## src/pwr_pkg.sv

```systemverilog
// What this block does
// - Any of three reset inputs makes system reset
// - System reset zeroes registers except refresh, clock
// - Core held reset until operating state returns
// - Power-on reset wins, forces reset, active low
// - Power-on reset sets cold flag, clears others
// - System reset lowers active, forces standby
// - System reset puts DRAM into self-refresh
// - Active high in operating, idle; low standby
// - Active low disables clocked peripherals
// - Halt write enters idle, CPU clock stops
// - Interrupt in idle resumes operating state
// - Standby write moves operating to standby
// - Interrupt in standby returns to operating
// - Low battery blocks leaving standby while external sense is low
// - Oscillator settle timeout before restart
// - Expansion clock only during I/O cycles unless free-running
// - Slow oscillator drives seconds counter except during system reset
// - Battery-ok deglitched, fall raises fast interrupt
// - Power fail deglitched, forces standby
// - Wake rising edge forces operating state
// - Self-refresh entered before oscillator stops
// - Wake needs power-fail off, external or battery
// - Forced standby waits for DRAM cycle end
`default_nettype none
package pwr_pkg;
  // Register byte addresses
  localparam logic [31:0] ADDR_HALT = 32'h8000_0800;
  localparam logic [31:0] ADDR_STANDBY = 32'h8000_0840;
  localparam logic [31:0] ADDR_STATUS = 32'h8000_0880;
  localparam logic [31:0] ADDR_CONTROL = 32'h8000_08c0;
  localparam logic [31:0] ADDR_REFRESH = 32'h8000_0900;
  localparam logic [31:0] ADDR_RTC = 32'h8000_0940;

  // Status register bit positions
  localparam int STAT_COLD = 0;
  localparam int STAT_BATTERY_OK_IN = 1;
  localparam int STAT_EXTPWR = 2;
  localparam int STAT_ABSENT = 3;
  localparam int STAT_PWRFAIL = 4;
  localparam int STAT_RUN = 5;
  localparam int STAT_CPUCLK = 6;

  // Control register bit positions
  localparam int CTRL_SR_EN = 0;
  localparam int CTRL_EXP_FREE = 1;

  // Positions in the plain synchronised input group
  localparam int FAST_POR = 0;
  localparam int FAST_URST = 1;
  localparam int FAST_EXT = 2;
  localparam int FAST_ABSENT = 3;
  localparam int FAST_WAKE = 4;
  localparam int FAST_TICK = 5;
  localparam int FAST_W = 6;

  // Positions in the deglitched input group
  localparam int SLOW_PF = 0;
  localparam int SLOW_BAT = 1;
  localparam int SLOW_W = 2;

  // Values after power-on reset
  localparam logic [7:0] REFRESH_RST = 8'h00;
  localparam logic [31:0] RTC_RST = 32'h0000_0000;

  // Timing
  localparam int CLK_PERIOD_NS = 10;
  localparam int OSC_SETTLE_NS = 1000;
  localparam int OSC_SETTLE_CYC =
    (OSC_SETTLE_NS + CLK_PERIOD_NS - 1) / CLK_PERIOD_NS;
  localparam logic [7:0] SETTLE_LAST = 8'(OSC_SETTLE_CYC - 1);
  localparam int DEGLITCH_NS = 100;
  localparam int DEGLITCH_CYC =
    (DEGLITCH_NS + CLK_PERIOD_NS - 1) / CLK_PERIOD_NS;
  localparam int PLAIN_CYC = 1;
  // Slow oscillator edges per second, last prescaler value
  localparam logic [14:0] RTC_PRESCALE_LAST = 15'h7fff;

  // Power states
  typedef enum logic [2:0] {
    ST_STANDBY,
    ST_WAKE_WAIT,
    ST_OPERATE,
    ST_IDLE,
    ST_SR_ENTER
  } pwr_state_t;
endpackage
`default_nettype wire

```

## src/in_filter.sv

```systemverilog
`default_nettype none
// Two-flop synchroniser followed by a stability filter per bit
module in_filter #(
  parameter int WIDTH = 1,
  parameter int STABLE = 1
) (
  // Clock and reset
  input wire logic clock_i,
  input wire logic resetn_i,
  // Raw and filtered levels
  input wire logic [WIDTH-1:0] in_i,
  output logic [WIDTH-1:0] out_o
);
  typedef struct packed {
    logic [WIDTH-1:0] s1;
    logic [WIDTH-1:0] s2;
    logic [WIDTH-1:0] out;
    logic [WIDTH-1:0][7:0] cnt;
  } filt_t;

  filt_t q_q;
  filt_t d_d;

  // Output follows only after STABLE cycles of a changed level
  always_comb begin
    d_d = q_q;
    d_d.s1 = in_i;
    d_d.s2 = q_q.s1;
    for (int i = 0; i < WIDTH; i++) begin
      if (q_q.s2[i] == q_q.out[i]) begin
        d_d.cnt[i] = 8'h00;
      end else if (q_q.cnt[i] == 8'(STABLE - 1)) begin
        d_d.out[i] = q_q.s2[i];
        d_d.cnt[i] = 8'h00;
      end else begin
        d_d.cnt[i] = q_q.cnt[i] + 8'h01;
      end
    end
  end

  // All inputs idle high after reset
  always_ff @(posedge clock_i) begin
    if (!resetn_i) begin
      q_q <= '0;
      q_q.s1 <= '1;
      q_q.s2 <= '1;
      q_q.out <= '1;
    end else begin
      q_q <= d_d;
    end
  end

  assign out_o = q_q.out;
endmodule
`default_nettype wire

```

## src/pwr_state_ctrl.sv

```systemverilog
// The implementer's own choice: the plain strobed port.
`default_nettype none
module pwr_state_ctrl (
  // Clock and reset
  input wire logic clock_i,
  input wire logic resetn_i,
  // Reset pins
  input wire logic power_on_reset_n_i,
  input wire logic power_fail_n_i,
  input wire logic user_reset_n_i,
  // Power management pins
  input wire logic battery_ok_in_i,
  input wire logic external_power_sense_n_i,
  input wire logic battery_absent_n_i,
  input wire logic wake_input_i,
  input wire logic rtc_osc_i,
  // System side
  input wire logic irq_i,
  input wire logic dram_busy_i,
  input wire logic io_cycle_i,
  // Register port
  input wire logic [31:0] addr_i,
  input wire logic [31:0] wdata_i,
  input wire logic we_i,
  input wire logic re_i,
  output logic [31:0] rdata_o,
  // Control outputs
  output logic system_reset_n_o,
  output logic cpu_reset_n_o,
  output logic cpu_clock_en_o,
  output logic active_o,
  output logic periph_enable_o,
  output logic main_osc_en_o,
  output logic self_refresh_o,
  output logic expansion_clock_en_o,
  output logic fast_irq_o,
  output logic [7:0] refresh_period_o
);
  typedef struct packed {
    pwr_pkg::pwr_state_t state;
    logic sysres_n;
    logic cpu_rst_n;
    logic cpu_clk_en;
    logic run;
    logic osc_en;
    logic sr;
    logic expansion_clock_out_en;
    logic fiq;
    logic cold;
    logic sr_en;
    logic exp_free;
    logic [7:0] refresh;
    logic [31:0] rtc;
    logic [14:0] prescale;
    logic [7:0] timer;
    logic bat_prev;
    logic wake_prev;
    logic tick_prev;
    logic [31:0] rdata;
  } ctrl_t;

  ctrl_t q_q;
  ctrl_t d_d;
  logic [pwr_pkg::FAST_W-1:0] fast_raw;
  logic [pwr_pkg::FAST_W-1:0] fast_f;
  logic [pwr_pkg::SLOW_W-1:0] slow_raw;
  logic [pwr_pkg::SLOW_W-1:0] slow_f;
  logic por_ok;
  logic ur_ok;
  logic pf_ok;
  logic bat_f;
  logic ext_f;
  logic absent_f;
  logic wake_rise;
  logic tick_rise;
  logic warm_ok;
  logic wake_ok;
  logic [31:0] status;

  // Pins pass three flops before use
  assign fast_raw = {rtc_osc_i, wake_input_i, battery_absent_n_i,
                     external_power_sense_n_i, user_reset_n_i,
                     power_on_reset_n_i};
  assign slow_raw = {battery_ok_in_i, power_fail_n_i};

  in_filter #(
    .WIDTH(pwr_pkg::FAST_W),
    .STABLE(pwr_pkg::PLAIN_CYC)
  ) u_fast (
    .clock_i(clock_i),
    .resetn_i(resetn_i),
    .in_i(fast_raw),
    .out_o(fast_f)
  );

  // Power fail and battery-ok are deglitched
  in_filter #(
    .WIDTH(pwr_pkg::SLOW_W),
    .STABLE(pwr_pkg::DEGLITCH_CYC)
  ) u_slow (
    .clock_i(clock_i),
    .resetn_i(resetn_i),
    .in_i(slow_raw),
    .out_o(slow_f)
  );

  // Filtered levels and edges on the always-on clock
  assign por_ok = fast_f[pwr_pkg::FAST_POR];
  assign ur_ok = fast_f[pwr_pkg::FAST_URST];
  assign ext_f = fast_f[pwr_pkg::FAST_EXT];
  assign absent_f = fast_f[pwr_pkg::FAST_ABSENT];
  assign pf_ok = slow_f[pwr_pkg::SLOW_PF];
  assign bat_f = slow_f[pwr_pkg::SLOW_BAT];
  assign wake_rise = fast_f[pwr_pkg::FAST_WAKE] & ~q_q.wake_prev;
  assign tick_rise = fast_f[pwr_pkg::FAST_TICK] & ~q_q.tick_prev;
  assign warm_ok = pf_ok & ur_ok;
  assign wake_ok = pf_ok & (ext_f | bat_f);

  // Status word seen by software
  always_comb begin
    status = 32'h0000_0000;
    status[pwr_pkg::STAT_COLD] = q_q.cold;
    status[pwr_pkg::STAT_BATTERY_OK_IN] = bat_f;
    status[pwr_pkg::STAT_EXTPWR] = ext_f;
    status[pwr_pkg::STAT_ABSENT] = absent_f;
    status[pwr_pkg::STAT_PWRFAIL] = pf_ok;
    status[pwr_pkg::STAT_RUN] = q_q.run;
    status[pwr_pkg::STAT_CPUCLK] = q_q.cpu_clk_en;
  end

  // Next state of the whole controller
  always_comb begin
    d_d = q_q;
    d_d.fiq = 1'b0;
    d_d.rdata = 32'h0000_0000;
    d_d.sysres_n = 1'b1;
    d_d.bat_prev = bat_f;
    d_d.wake_prev = fast_f[pwr_pkg::FAST_WAKE];
    d_d.tick_prev = fast_f[pwr_pkg::FAST_TICK];
    // Master clock leaves the chip only in I/O cycles unless free
    d_d.expansion_clock_out_en = q_q.run & (q_q.exp_free | io_cycle_i);
    // Seconds counter keeps going in every state except during system reset
    if (tick_rise) begin
      if (q_q.prescale == pwr_pkg::RTC_PRESCALE_LAST) begin
        d_d.prescale = '0;
        d_d.rtc = q_q.rtc + 32'h0000_0001;
      end else begin
        d_d.prescale = q_q.prescale + 15'h0001;
      end
    end
    // Battery falling edge raises a fast interrupt
    if (q_q.bat_prev & ~bat_f) begin
      d_d.fiq = 1'b1;
    end
    // Register reads, answered one cycle later
    if (re_i) begin
      if (addr_i == pwr_pkg::ADDR_STATUS) begin
        d_d.rdata = status;
      end else if (addr_i == pwr_pkg::ADDR_CONTROL) begin
        d_d.rdata[pwr_pkg::CTRL_SR_EN] = q_q.sr_en;
        d_d.rdata[pwr_pkg::CTRL_EXP_FREE] = q_q.exp_free;
      end else if (addr_i == pwr_pkg::ADDR_REFRESH) begin
        d_d.rdata[7:0] = q_q.refresh;
      end else if (addr_i == pwr_pkg::ADDR_RTC) begin
        d_d.rdata = q_q.rtc;
      end
    end
    // Register writes
    if (we_i) begin
      if (addr_i == pwr_pkg::ADDR_STATUS) begin
        if (wdata_i[pwr_pkg::STAT_COLD]) begin
          d_d.cold = 1'b0;
        end
      end else if (addr_i == pwr_pkg::ADDR_CONTROL) begin
        d_d.sr_en = wdata_i[pwr_pkg::CTRL_SR_EN];
        d_d.exp_free = wdata_i[pwr_pkg::CTRL_EXP_FREE];
      end else if (addr_i == pwr_pkg::ADDR_REFRESH) begin
        d_d.refresh = wdata_i[7:0];
      end else if (addr_i == pwr_pkg::ADDR_RTC) begin
        d_d.rtc = wdata_i;
        d_d.prescale = '0;
      end
    end
    // Power state sequence
    case (q_q.state)
      pwr_pkg::ST_OPERATE: begin
        if (we_i && addr_i == pwr_pkg::ADDR_HALT) begin
          d_d.state = pwr_pkg::ST_IDLE;
          d_d.cpu_clk_en = 1'b0;
        end else if (we_i && addr_i == pwr_pkg::ADDR_STANDBY) begin
          d_d.state = pwr_pkg::ST_SR_ENTER;
          d_d.cpu_clk_en = 1'b0;
        end
      end
      pwr_pkg::ST_IDLE: begin
        if (irq_i) begin
          d_d.state = pwr_pkg::ST_OPERATE;
          d_d.cpu_clk_en = 1'b1;
        end
      end
      pwr_pkg::ST_SR_ENTER: begin
        // Let the memory cycle finish, then self-refresh first
        if (!dram_busy_i) begin
          d_d.sr = q_q.sr_en;
          d_d.run = 1'b0;
          d_d.state = pwr_pkg::ST_STANDBY;
        end
      end
      pwr_pkg::ST_STANDBY: begin
        // Oscillator stops one cycle after self-refresh begins
        d_d.osc_en = 1'b0;
        d_d.run = 1'b0;
        if ((wake_rise || irq_i) && wake_ok) begin
          d_d.state = pwr_pkg::ST_WAKE_WAIT;
          d_d.osc_en = 1'b1;
          d_d.timer = 8'h00;
        end
      end
      pwr_pkg::ST_WAKE_WAIT: begin
        // Restart only after the main oscillator has settled
        if (q_q.timer == pwr_pkg::SETTLE_LAST) begin
          d_d.state = pwr_pkg::ST_OPERATE;
          d_d.run = 1'b1;
          d_d.cpu_rst_n = 1'b1;
          d_d.cpu_clk_en = 1'b1;
          d_d.sr = 1'b0;
        end else begin
          d_d.timer = q_q.timer + 8'h01;
        end
      end
      default: begin
        d_d.state = pwr_pkg::ST_STANDBY;
      end
    endcase
    // Warm reset waits for a DRAM cycle to end, then holds
    if (!warm_ok && (!q_q.sysres_n || !dram_busy_i)) begin
      d_d = '0;
      d_d.state = pwr_pkg::ST_STANDBY;
      d_d.sr = 1'b1;
      d_d.refresh = q_q.refresh;
      d_d.rtc = d_d.rtc | q_q.rtc;
      d_d.prescale = q_q.prescale;
      d_d.bat_prev = bat_f;
      d_d.wake_prev = fast_f[pwr_pkg::FAST_WAKE];
      d_d.tick_prev = fast_f[pwr_pkg::FAST_TICK];
    end else if (!warm_ok) begin
      d_d.sysres_n = q_q.sysres_n;
    end
    // Power-on reset overrides everything at once
    if (!por_ok) begin
      d_d = '0;
      d_d.state = pwr_pkg::ST_STANDBY;
      d_d.sr = 1'b1;
      d_d.cold = 1'b1;
      d_d.refresh = pwr_pkg::REFRESH_RST;
      d_d.rtc = pwr_pkg::RTC_RST;
      d_d.bat_prev = bat_f;
      d_d.wake_prev = fast_f[pwr_pkg::FAST_WAKE];
      d_d.tick_prev = fast_f[pwr_pkg::FAST_TICK];
    end
  end

  // Block reset leaves a cold standby
  always_ff @(posedge clock_i) begin
    if (!resetn_i) begin
      q_q <= '0;
      q_q.state <= pwr_pkg::ST_STANDBY;
      q_q.sr <= 1'b1;
      q_q.cold <= 1'b1;
      q_q.bat_prev <= 1'b1;
      q_q.wake_prev <= 1'b1;
      q_q.tick_prev <= 1'b1;
    end else begin
      q_q <= d_d;
    end
  end

  // Outputs straight from the state flops
  assign rdata_o = q_q.rdata;
  assign system_reset_n_o = q_q.sysres_n;
  assign cpu_reset_n_o = q_q.cpu_rst_n;
  assign cpu_clock_en_o = q_q.cpu_clk_en;
  assign active_o = q_q.run;
  assign periph_enable_o = q_q.run;
  assign main_osc_en_o = q_q.osc_en;
  assign self_refresh_o = q_q.sr;
  assign expansion_clock_en_o = q_q.expansion_clock_out_en;
  assign fast_irq_o = q_q.fiq;
  assign refresh_period_o = q_q.refresh;
endmodule
`default_nettype wire

```

## config.mk

```make
export PLATFORM = sky130hd
export DESIGN_NAME = pwr_state_ctrl
export DESIGN_NICKNAME = d
export VERILOG_FILES = /design/src/pwr_pkg.sv /design/src/in_filter.sv /design/src/pwr_state_ctrl.sv
export SDC_FILE = /design/constraint.sdc
export NUM_CORES = 1
export LEC_CHECK = 0
export ABC_CLOCK_PERIOD_IN_PS = 3500
export CAP_MARGIN = 15
export CORE_MARGIN = 4
export CORE_UTILIZATION = 52
export CTS_CLUSTER_SIZE = 14
export DETAILED_ROUTE_END_ITERATION = 6
export DONT_BUFFER_PORTS = 1
export MAX_ROUTING_LAYER = met4
export PLACE_DENSITY = 0.73
export SETUP_SLACK_MARGIN = 0.1
export SLEW_MARGIN = 20
export SYNTH_ARGS = -nofsm -noshare
export SYNTH_HDL_FRONTEND = slang
export SYNTH_HIERARCHICAL = 1
export SYNTH_SLANG_ARGS = --single-unit
export TNS_END_PERCENT = 30
```

## constraint.sdc

```tcl
create_clock -name clock_i -period 3.5 [get_ports clock_i]
set_input_delay 0.7 -clock clock_i [delete_from_list [all_inputs] [get_ports clock_i]]
set_output_delay 0.7 -clock clock_i [all_outputs]
set_load 0.005 [all_outputs]
```

==> results of run 1 <==
-- worst max-delay path by stage --
stage / slack [ns] / endpoint / depth (start not counted)
final: 0.91 / q_q[86]$_SDFFE_PN0N_ / 7
after global routing: 0.73 / q_q[86]$_SDFFE_PN0N_ / 6
after CTS: 0.95 / q_q[86]$_SDFFE_PN0N_ / 7
after detailed placement: 0.55 / q_q[86]$_SDFFE_PN0N_ / 6
after global placement: 0.61 / q_q[76]$_SDFFE_PN0N_ / 6
after floorplan: 0.97 / q_q[47]$_SDFFE_PN0N_ / 8
-- area by class of cell --
| cell class | instances | area (µm²) |
|---|---|---|
| Tap cell | 229 | 287 |
| Timing Repair Buffer | 13 | 110 |
| Fill cell | 1645 | 7990 |
| Antenna cell | 1 | 2.50 |
| Inverter | 41 | 154 |
| Clock buffer | 20 | 447 |
| Multi-Input combinational cell | 777 | 4870 |
| Clock inverter | 12 | 169 |
| Sequential cell | 200 | 4000 |
-- cells by family after synthesis --
group           share of synthesized area, %
simple gates                            26.8
compound gates                          15.8
flops                                   41.9
buf+inv                                 7.37
xor+xnor                                3.76
fa+ha+maj                               2.49
mux                                     1.89
-- state kept, by name, indices dropped and copies added, names as in the netlist, 2 cells and up --
signal            cells
refresh_period_o      8
u_fast/d_d            6
u_fast/out_o          6
u_slow/q_q           18
q_q                  64
rdata_o              32
u_slow/out_o          2
u_fast/q_q           54
u_slow/d_d            2
-- worst max-delay path: cells and delay by family, from the launching register on --
family,cells,cell delay [ns]
compound gates,3,0.59
fa+ha+maj,1,0.27
flops,1,0.49
simple gates,3,1.14
-- where the power goes --
group	total (mW)	leakage [nW]	switching (mW)	internal (mW)
registers	2.31	1.62	0.0144	2.29
clock network	2.05	0.302	0.894	1.16
logic	0.0937	1.58	0.0605	0.0332
total	4.45	3.50	0.969	3.48
-- per-stage QoR --
step	setup WS, ns	instance area, µm²	util, %	hold slack (ns)
2_1_floorplan	0.968	9560	-	0.386
3_3_place_gp	0.613	9420	52.3	0.393
3_5_place_dp	0.548	9420	52.3	0.395
4_1_cts	0.952	10000	55.7	0.324
5_1_grt	0.731	10000	55.7	0.321
6_report	0.914	10000	55.7	0.342
-- metal layers --
layer | up-vias | track usage (%) | wire length, µm
met3 | 28 | 5.09 | 1270
met2 | 208 | 34.2 | 10400
met1 | 3582 | 26.0 | 9300
li1 | 3825 | - | -
met5 | - | - | 0
met4 | 0 | 7.09 | 395
-- cells in the final DEF (no fill, tap or decap), drive strengths merged, types with 11 or more instances in the layout --
master / netlist / layout
nand2: 75 / 75
dfxtp: 200 / 200
and2: 33 / 33
a211oi: 13 / 13
or3: 36 / 36
a21oi: 67 / 67
inv: 41 / 44
ha: 19 / 19
nand4: 31 / 31
mux2i: 18 / 18
nand2b: 22 / 22
buf: 56 / 13
a31oi: 14 / 14
o21ai: 76 / 76
and3: 19 / 19
nor2: 80 / 80
xnor2: 11 / 11
nor4: 22 / 22
xor2: 30 / 30
nand3: 60 / 60
nor3: 34 / 34
clkbuf: 38 / 20
==> summary.txt, run 1 <==
Status
  • Outcome: complete, no violations

Floorplan
  • Core Area: 18000 µm²
  • Die ar.: 20600 µm²
  • Starting Density: 53.0%
  • Die width: 144 µm
  • Ports: 128
  • Die H: 144 µm
  • Std-Cell Rows: 49

Critical path
  • Reg2Reg Capture Point: q_q[86]$_SDFFE_PN0N_
  • FF-to-FF path depth: 7
  • Max Fanout on Critical Path: 7
  • Arr. time, crit path: 2.94 ns
  • Critical path class: reg2reg
  • R2R Setup Slk: 0.91 ns
  • Slowest-stage cell, CP: dfxtp_1
  • CP max stage delay: 0.49 ns
  • Crit start category: register
  • Reg-to-reg startpoint: q_q[59]$_SDFFE_PN0N_
  • CP Data Required Time: 3.85 ns
  • CP Cell Sequence: ha_1, nand4b_1, or4_1, or3_1, o31ai_1, a21oi_1, a211oi_1
  • Critical path origin: q_q[59]$_SDFFE_PN0N_
  • Critical Path End Type: register

Synth
  • Unique cell type count in the Yosys netlist: 72
  • Post-synth top cells: 200 x dfxtp_1, 80 x nor2_1, 76 x o21ai_0
  • #FFs+latches synth: 200
  • Register area share after synthesis: 41.9%
  • Synth Instances: 1112
  • Yosys warns: 6
  • Yosys top cell by area: dfxtp_1
  • Yosys top cell area share: 41.9%
  • Syn Nets: 1210
  • Main flop type after synthesis: dfxtp_1
  • Asr flop ratio synth: 0%
  • Syn Std Cell Area: 9560 µm²
  • Top cells by area, synth: dfxtp_1 42%, o21ai_0 4.0%, buf_4 3.8%
  • Post-synth EDFFs: 0
  • Top-count cell post-synth: dfxtp_1
  • Avg Cell Area, Syn: 8.59 µm²

Min path
  • Worst Hold Path EP: u_slow/d_d[19]$_SDFF_PN1_
  • Worst hold start: resetn_i
  • Hold WC Path Type: in2reg
  • Hold Crit Depth: 1

Detailed routing
  • Antenna violation net count after detailed routing: 0
  • Via-per-instance ratio: 5.91
  • DR WL/cell: 16.5 µm
  • Final WL: 21.4 mm
  • Via count: 7643
  • # DRC: 0
  • Detailed Routing Iterations Pass 1: 5
  • Detailed router's first-iteration violation count: 622

Clocking
  • Cts bufs inserted: 17
  • Root Buffer: clkbuf_16
  • Hold buffers post-CTS: 0
  • Clock Path Buffers: 2
  • Clk Latency, worst-skew pair: 0.44 ns
  • TritonCTS clock tree: done
  • Reg clk slew, reported paths: 0.07 ns
  • Max H-tree Level: 4
  • # Post-CTS Setup Buffers: 0
  • CTS Sinks: 200
  • Post_cts resized: 0

Final layout
  • Nets: 1148
  • Finished Layout Cells: 1293
  • Layout area overhead: 5.04%
  • Fraction of layout cells with a size suffix above 1: 6.87%

STA
  • Final hold violation count: 0
  • RSZ-0062 raised after global routing: no
  • Setup_tns: 0 ns
  • Peak Freq: 0.387 GHz
  • Slew Viols, Final: 0
  • Worst Skew: 0.0132 ns
  • Relative slew slack: 34.5%
  • Fin crit period: 2.59 ns
  • Final worst path period share: 73.9%
  • Count of final setup violators: 0
  • Worst slew pin tran: 0.983 ns

Power and ir drop
  • Power Total: 4.45 mW
  • VDD IR max: 0.368 mV
  • Pleak: 3.50 nW
  • Power Dens Cells: 443 nW/µm²

GRT
  • First-pass GRT wire length: 34.4 mm
  • Initial antenna violation count: 0
  • Vias in the first global route: 6980
  • Congestion Overflow GR: 0
  • Largest net degree at the start of global routing: 62
  • Tot GR Track Use: 21.1%

Place
  • HPWL after DPL: 15.0 mm
  • DP Cell Count: 1260
  • Routability cong.: 0.859
  • Buffers on Ports: 0

Run
  • Maxcap violations: 0
(Power assumes the default switching activity.)
==> run 2, diff against run 1 <==
--- a/config.mk
+++ b/config.mk
@@ -5,7 +5,7 @@
 export SDC_FILE = /design/constraint.sdc
 export NUM_CORES = 1
 export LEC_CHECK = 0
-export ABC_CLOCK_PERIOD_IN_PS = 3500
+export ABC_CLOCK_PERIOD_IN_PS = 2450
 export CAP_MARGIN = 15
 export CORE_MARGIN = 4
 export CORE_UTILIZATION = 52
==> constraint.sdc (replaced) <==
create_clock -name clock_i -period 2.45 [get_ports clock_i]
set_input_delay 0.49 -clock clock_i [delete_from_list [all_inputs] [get_ports clock_i]]
set_output_delay 0.49 -clock clock_i [all_outputs]
set_load 0.005 [all_outputs]
==> summary.txt, run 2 (same netlist as run 1, synthesis figures left out) <==
Place
  • HPWL after DPL: 15.1 mm
  • Routability cong.: 0.851
  • Buffers on Ports: 0
  • Pre-CTS setup slack: 0.0548 ns

Clocking
  • Reg clk slew, reported paths: 0.07 ns
  • Max H-tree Level: 4
  • CTS Sinks: 200
  • Clk Latency, worst-skew pair: 0.43 ns
  • Cts bufs inserted: 17
  • TritonCTS clock tree: done
  • Clock Path Buffers: 2
  • Root Buffer: clkbuf_16

Power and ir drop
  • Net load switching power: 1.34 mW
  • Power Dens Cells: 587 nW/µm²
  • VDD IR max: 0.548 mV
  • Comb pwr share: 2.3%
  • Net switching fraction of the power: 22.4%
  • Clk network pwr share: 42.8%
  • Pleak: 3.62 nW
  • P_int: 4.66 mW
  • Seq pwr share: 54.8%

Critical path
  • Arr. time, crit path: 2.56 ns
  • Max Fanout on Critical Path: 6
  • Crit path buf inv count: 0
  • Critical path class: reg2reg
  • Reg-to-reg startpoint: q_q[79]$_SDFFE_PN0N_
  • CP Cell Sequence: nand4_1, or4_4, nor4_4, nand2_1, or4_1, a31oi_1
  • CP max stage delay: 0.56 ns
  • CP Data Required Time: 2.80 ns
  • FF-to-FF path depth: 6
  • Critical Path End Type: register
  • R2R Setup Slk: 0.24 ns
  • Crit start category: register
  • Reg2Reg Capture Point: q_q[89]$_SDFFE_PN0N_
  • Slowest-stage cell, CP: or4_4
  • Delay-heaviest family, CP: simple AND/OR/NAND/NOR gates

STA
  • Final worst path period share: 90.1%
  • Hold_ws: 0.147 ns
  • PnR worst setup slack: 0.243 ns
  • Count of final setup violators: 0
  • Slew Viols, Final: 0
  • Setup_tns: 0 ns
  • Relative slew slack: 43.7%
  • Worst slew pin tran: 0.837 ns
  • Worst Skew: 0.00835 ns
  • Fin crit period: 2.21 ns
  • Final hold violation count: 0
  • Peak Freq: 0.453 GHz
  • RSZ-0062 raised after global routing: no

Min path
  • Hold Crit Depth: 1
  • Worst Hold Path EP: u_slow/q_q[19]$_SDFF_PN1_
  • Hold WC Path Type: in2reg
  • Worst hold start: resetn_i

Floorplan
  • Core Area: 18000 µm²
  • Std-Cell Rows: 49
  • Die H: 144 µm
  • Ports: 128
  • Starting Density: 53.0%
  • Die width: 144 µm
  • Die ar.: 20600 µm²

Final layout
  • Largest Register: q_q
  • Most frequent cells in the layout: 196 x dfxtp_1, 80 x nor2_1, 76 x o21ai_0, 75 x nand2_1, 67 x a21oi_1
  • Nets: 1178
  • Max reg flops: 64
  • Layout area overhead: 6.91%
  • Commonest non-fill, non-tap cell in the layout: dfxtp_1
  • Fraction of layout cells with a size suffix above 1: 9.72%

GRT
  • Met1 usage: 26.9%
  • Congestion Overflow GR: 0
  • Vias in the first global route: 6951
  • Initial antenna violation count: 1
  • Met3 Track Usage GR: 4.86%
  • First-pass GRT wire length: 34.8 mm
  • Largest net degree at the start of global routing: 49
  • M2 GR Usage: 34.9%
  • Tot GR Track Use: 21.4%
  • Grt peak-use layer: met2

Status
  • Outcome: complete, no violations

Detailed routing
  • Final WL: 21.5 mm
  • DR WL/cell: 16.3 µm
  • Detailed Routing Iterations Pass 1: 5
  • Via-per-instance ratio: 5.88
  • Via count: 7774
  • Antenna violation net count after detailed routing: 0
  • Detailed router's first-iteration violation count: 535
  • # DRC: 0

Run
  • Maxcap violations: 0
## run 2: per-stage QoR
| step | util [%] | power (mW) | instance area, µm² | cells |
|---|---|---|---|---|
| 2_1_floorplan | - | 3.48 | 9560 | 1112 |
| 3_3_place_gp | 53.5 | 3.50 | 9640 | 1288 |
| 3_5_place_dp | 53.5 | 3.50 | 9640 | 1288 |
| 4_1_cts | 56.4 | 6.05 | 10200 | 1318 |
| 5_1_grt | 56.7 | 6.22 | 10200 | 1321 |
| 6_report | 56.7 | 6.00 | 10200 | 1322 |
## run 2: cell type report
type | instances | area [µm²]
fill | 1615 | 7810
multi-input combinational | 777 | 4890
sequential | 200 | 4010
clock buffer | 22 | 454
timing repair buffer | 43 | 348
tap | 229 | 287
inverter | 41 | 154
clock inverter | 8 | 66.3
antenna | 2 | 5.00
## run 2: layer usage
layer	share of wire (%)	wire [µm]
met5	0	0
met2	49	10600
met4	1.8	390
met3	5.5	1180
met1	44	9350
## run 2: power groups by stage
stage	clock network [mW]	logic [mW]	registers, mW
final	2.57	0.140	3.29
after global routing	2.78	0.155	3.29
after CTS	2.62	0.139	3.29
after detailed placement	0	0.138	3.36
after global placement	0	0.138	3.36
after floorplan	0	0.119	3.36
## run 2: how the worst max path moves through the flow
stage	start	to	slack, ns	cells past startpoint
3_5_place_dp	addr_i[12]	q_q[52]$_SDFFE_PN0N_	0.05	6
4_1_cts	q_q[43]$_SDFFE_PN0N_	q_q[86]$_SDFFE_PN0N_	0.13	7
5_1_grt	q_q[81]$_SDFFE_PN0N_	q_q[89]$_SDFFE_PN0N_	0.11	6
3_3_place_gp	addr_i[12]	q_q[76]$_SDFFE_PN0N_	0.1	7
2_1_floorplan	addr_i[12]	q_q[47]$_SDFFE_PN0N_	0.13	8
6_report	q_q[79]$_SDFFE_PN0N_	q_q[89]$_SDFFE_PN0N_	0.24	6
## run 2: timing repair
item	in CTS	in global routing
hold endpoints to repair	0	0
resized for setup	0	9
buffers inserted	0	2
endpoints found under the setup margin	0	13
hold buffers	0	0
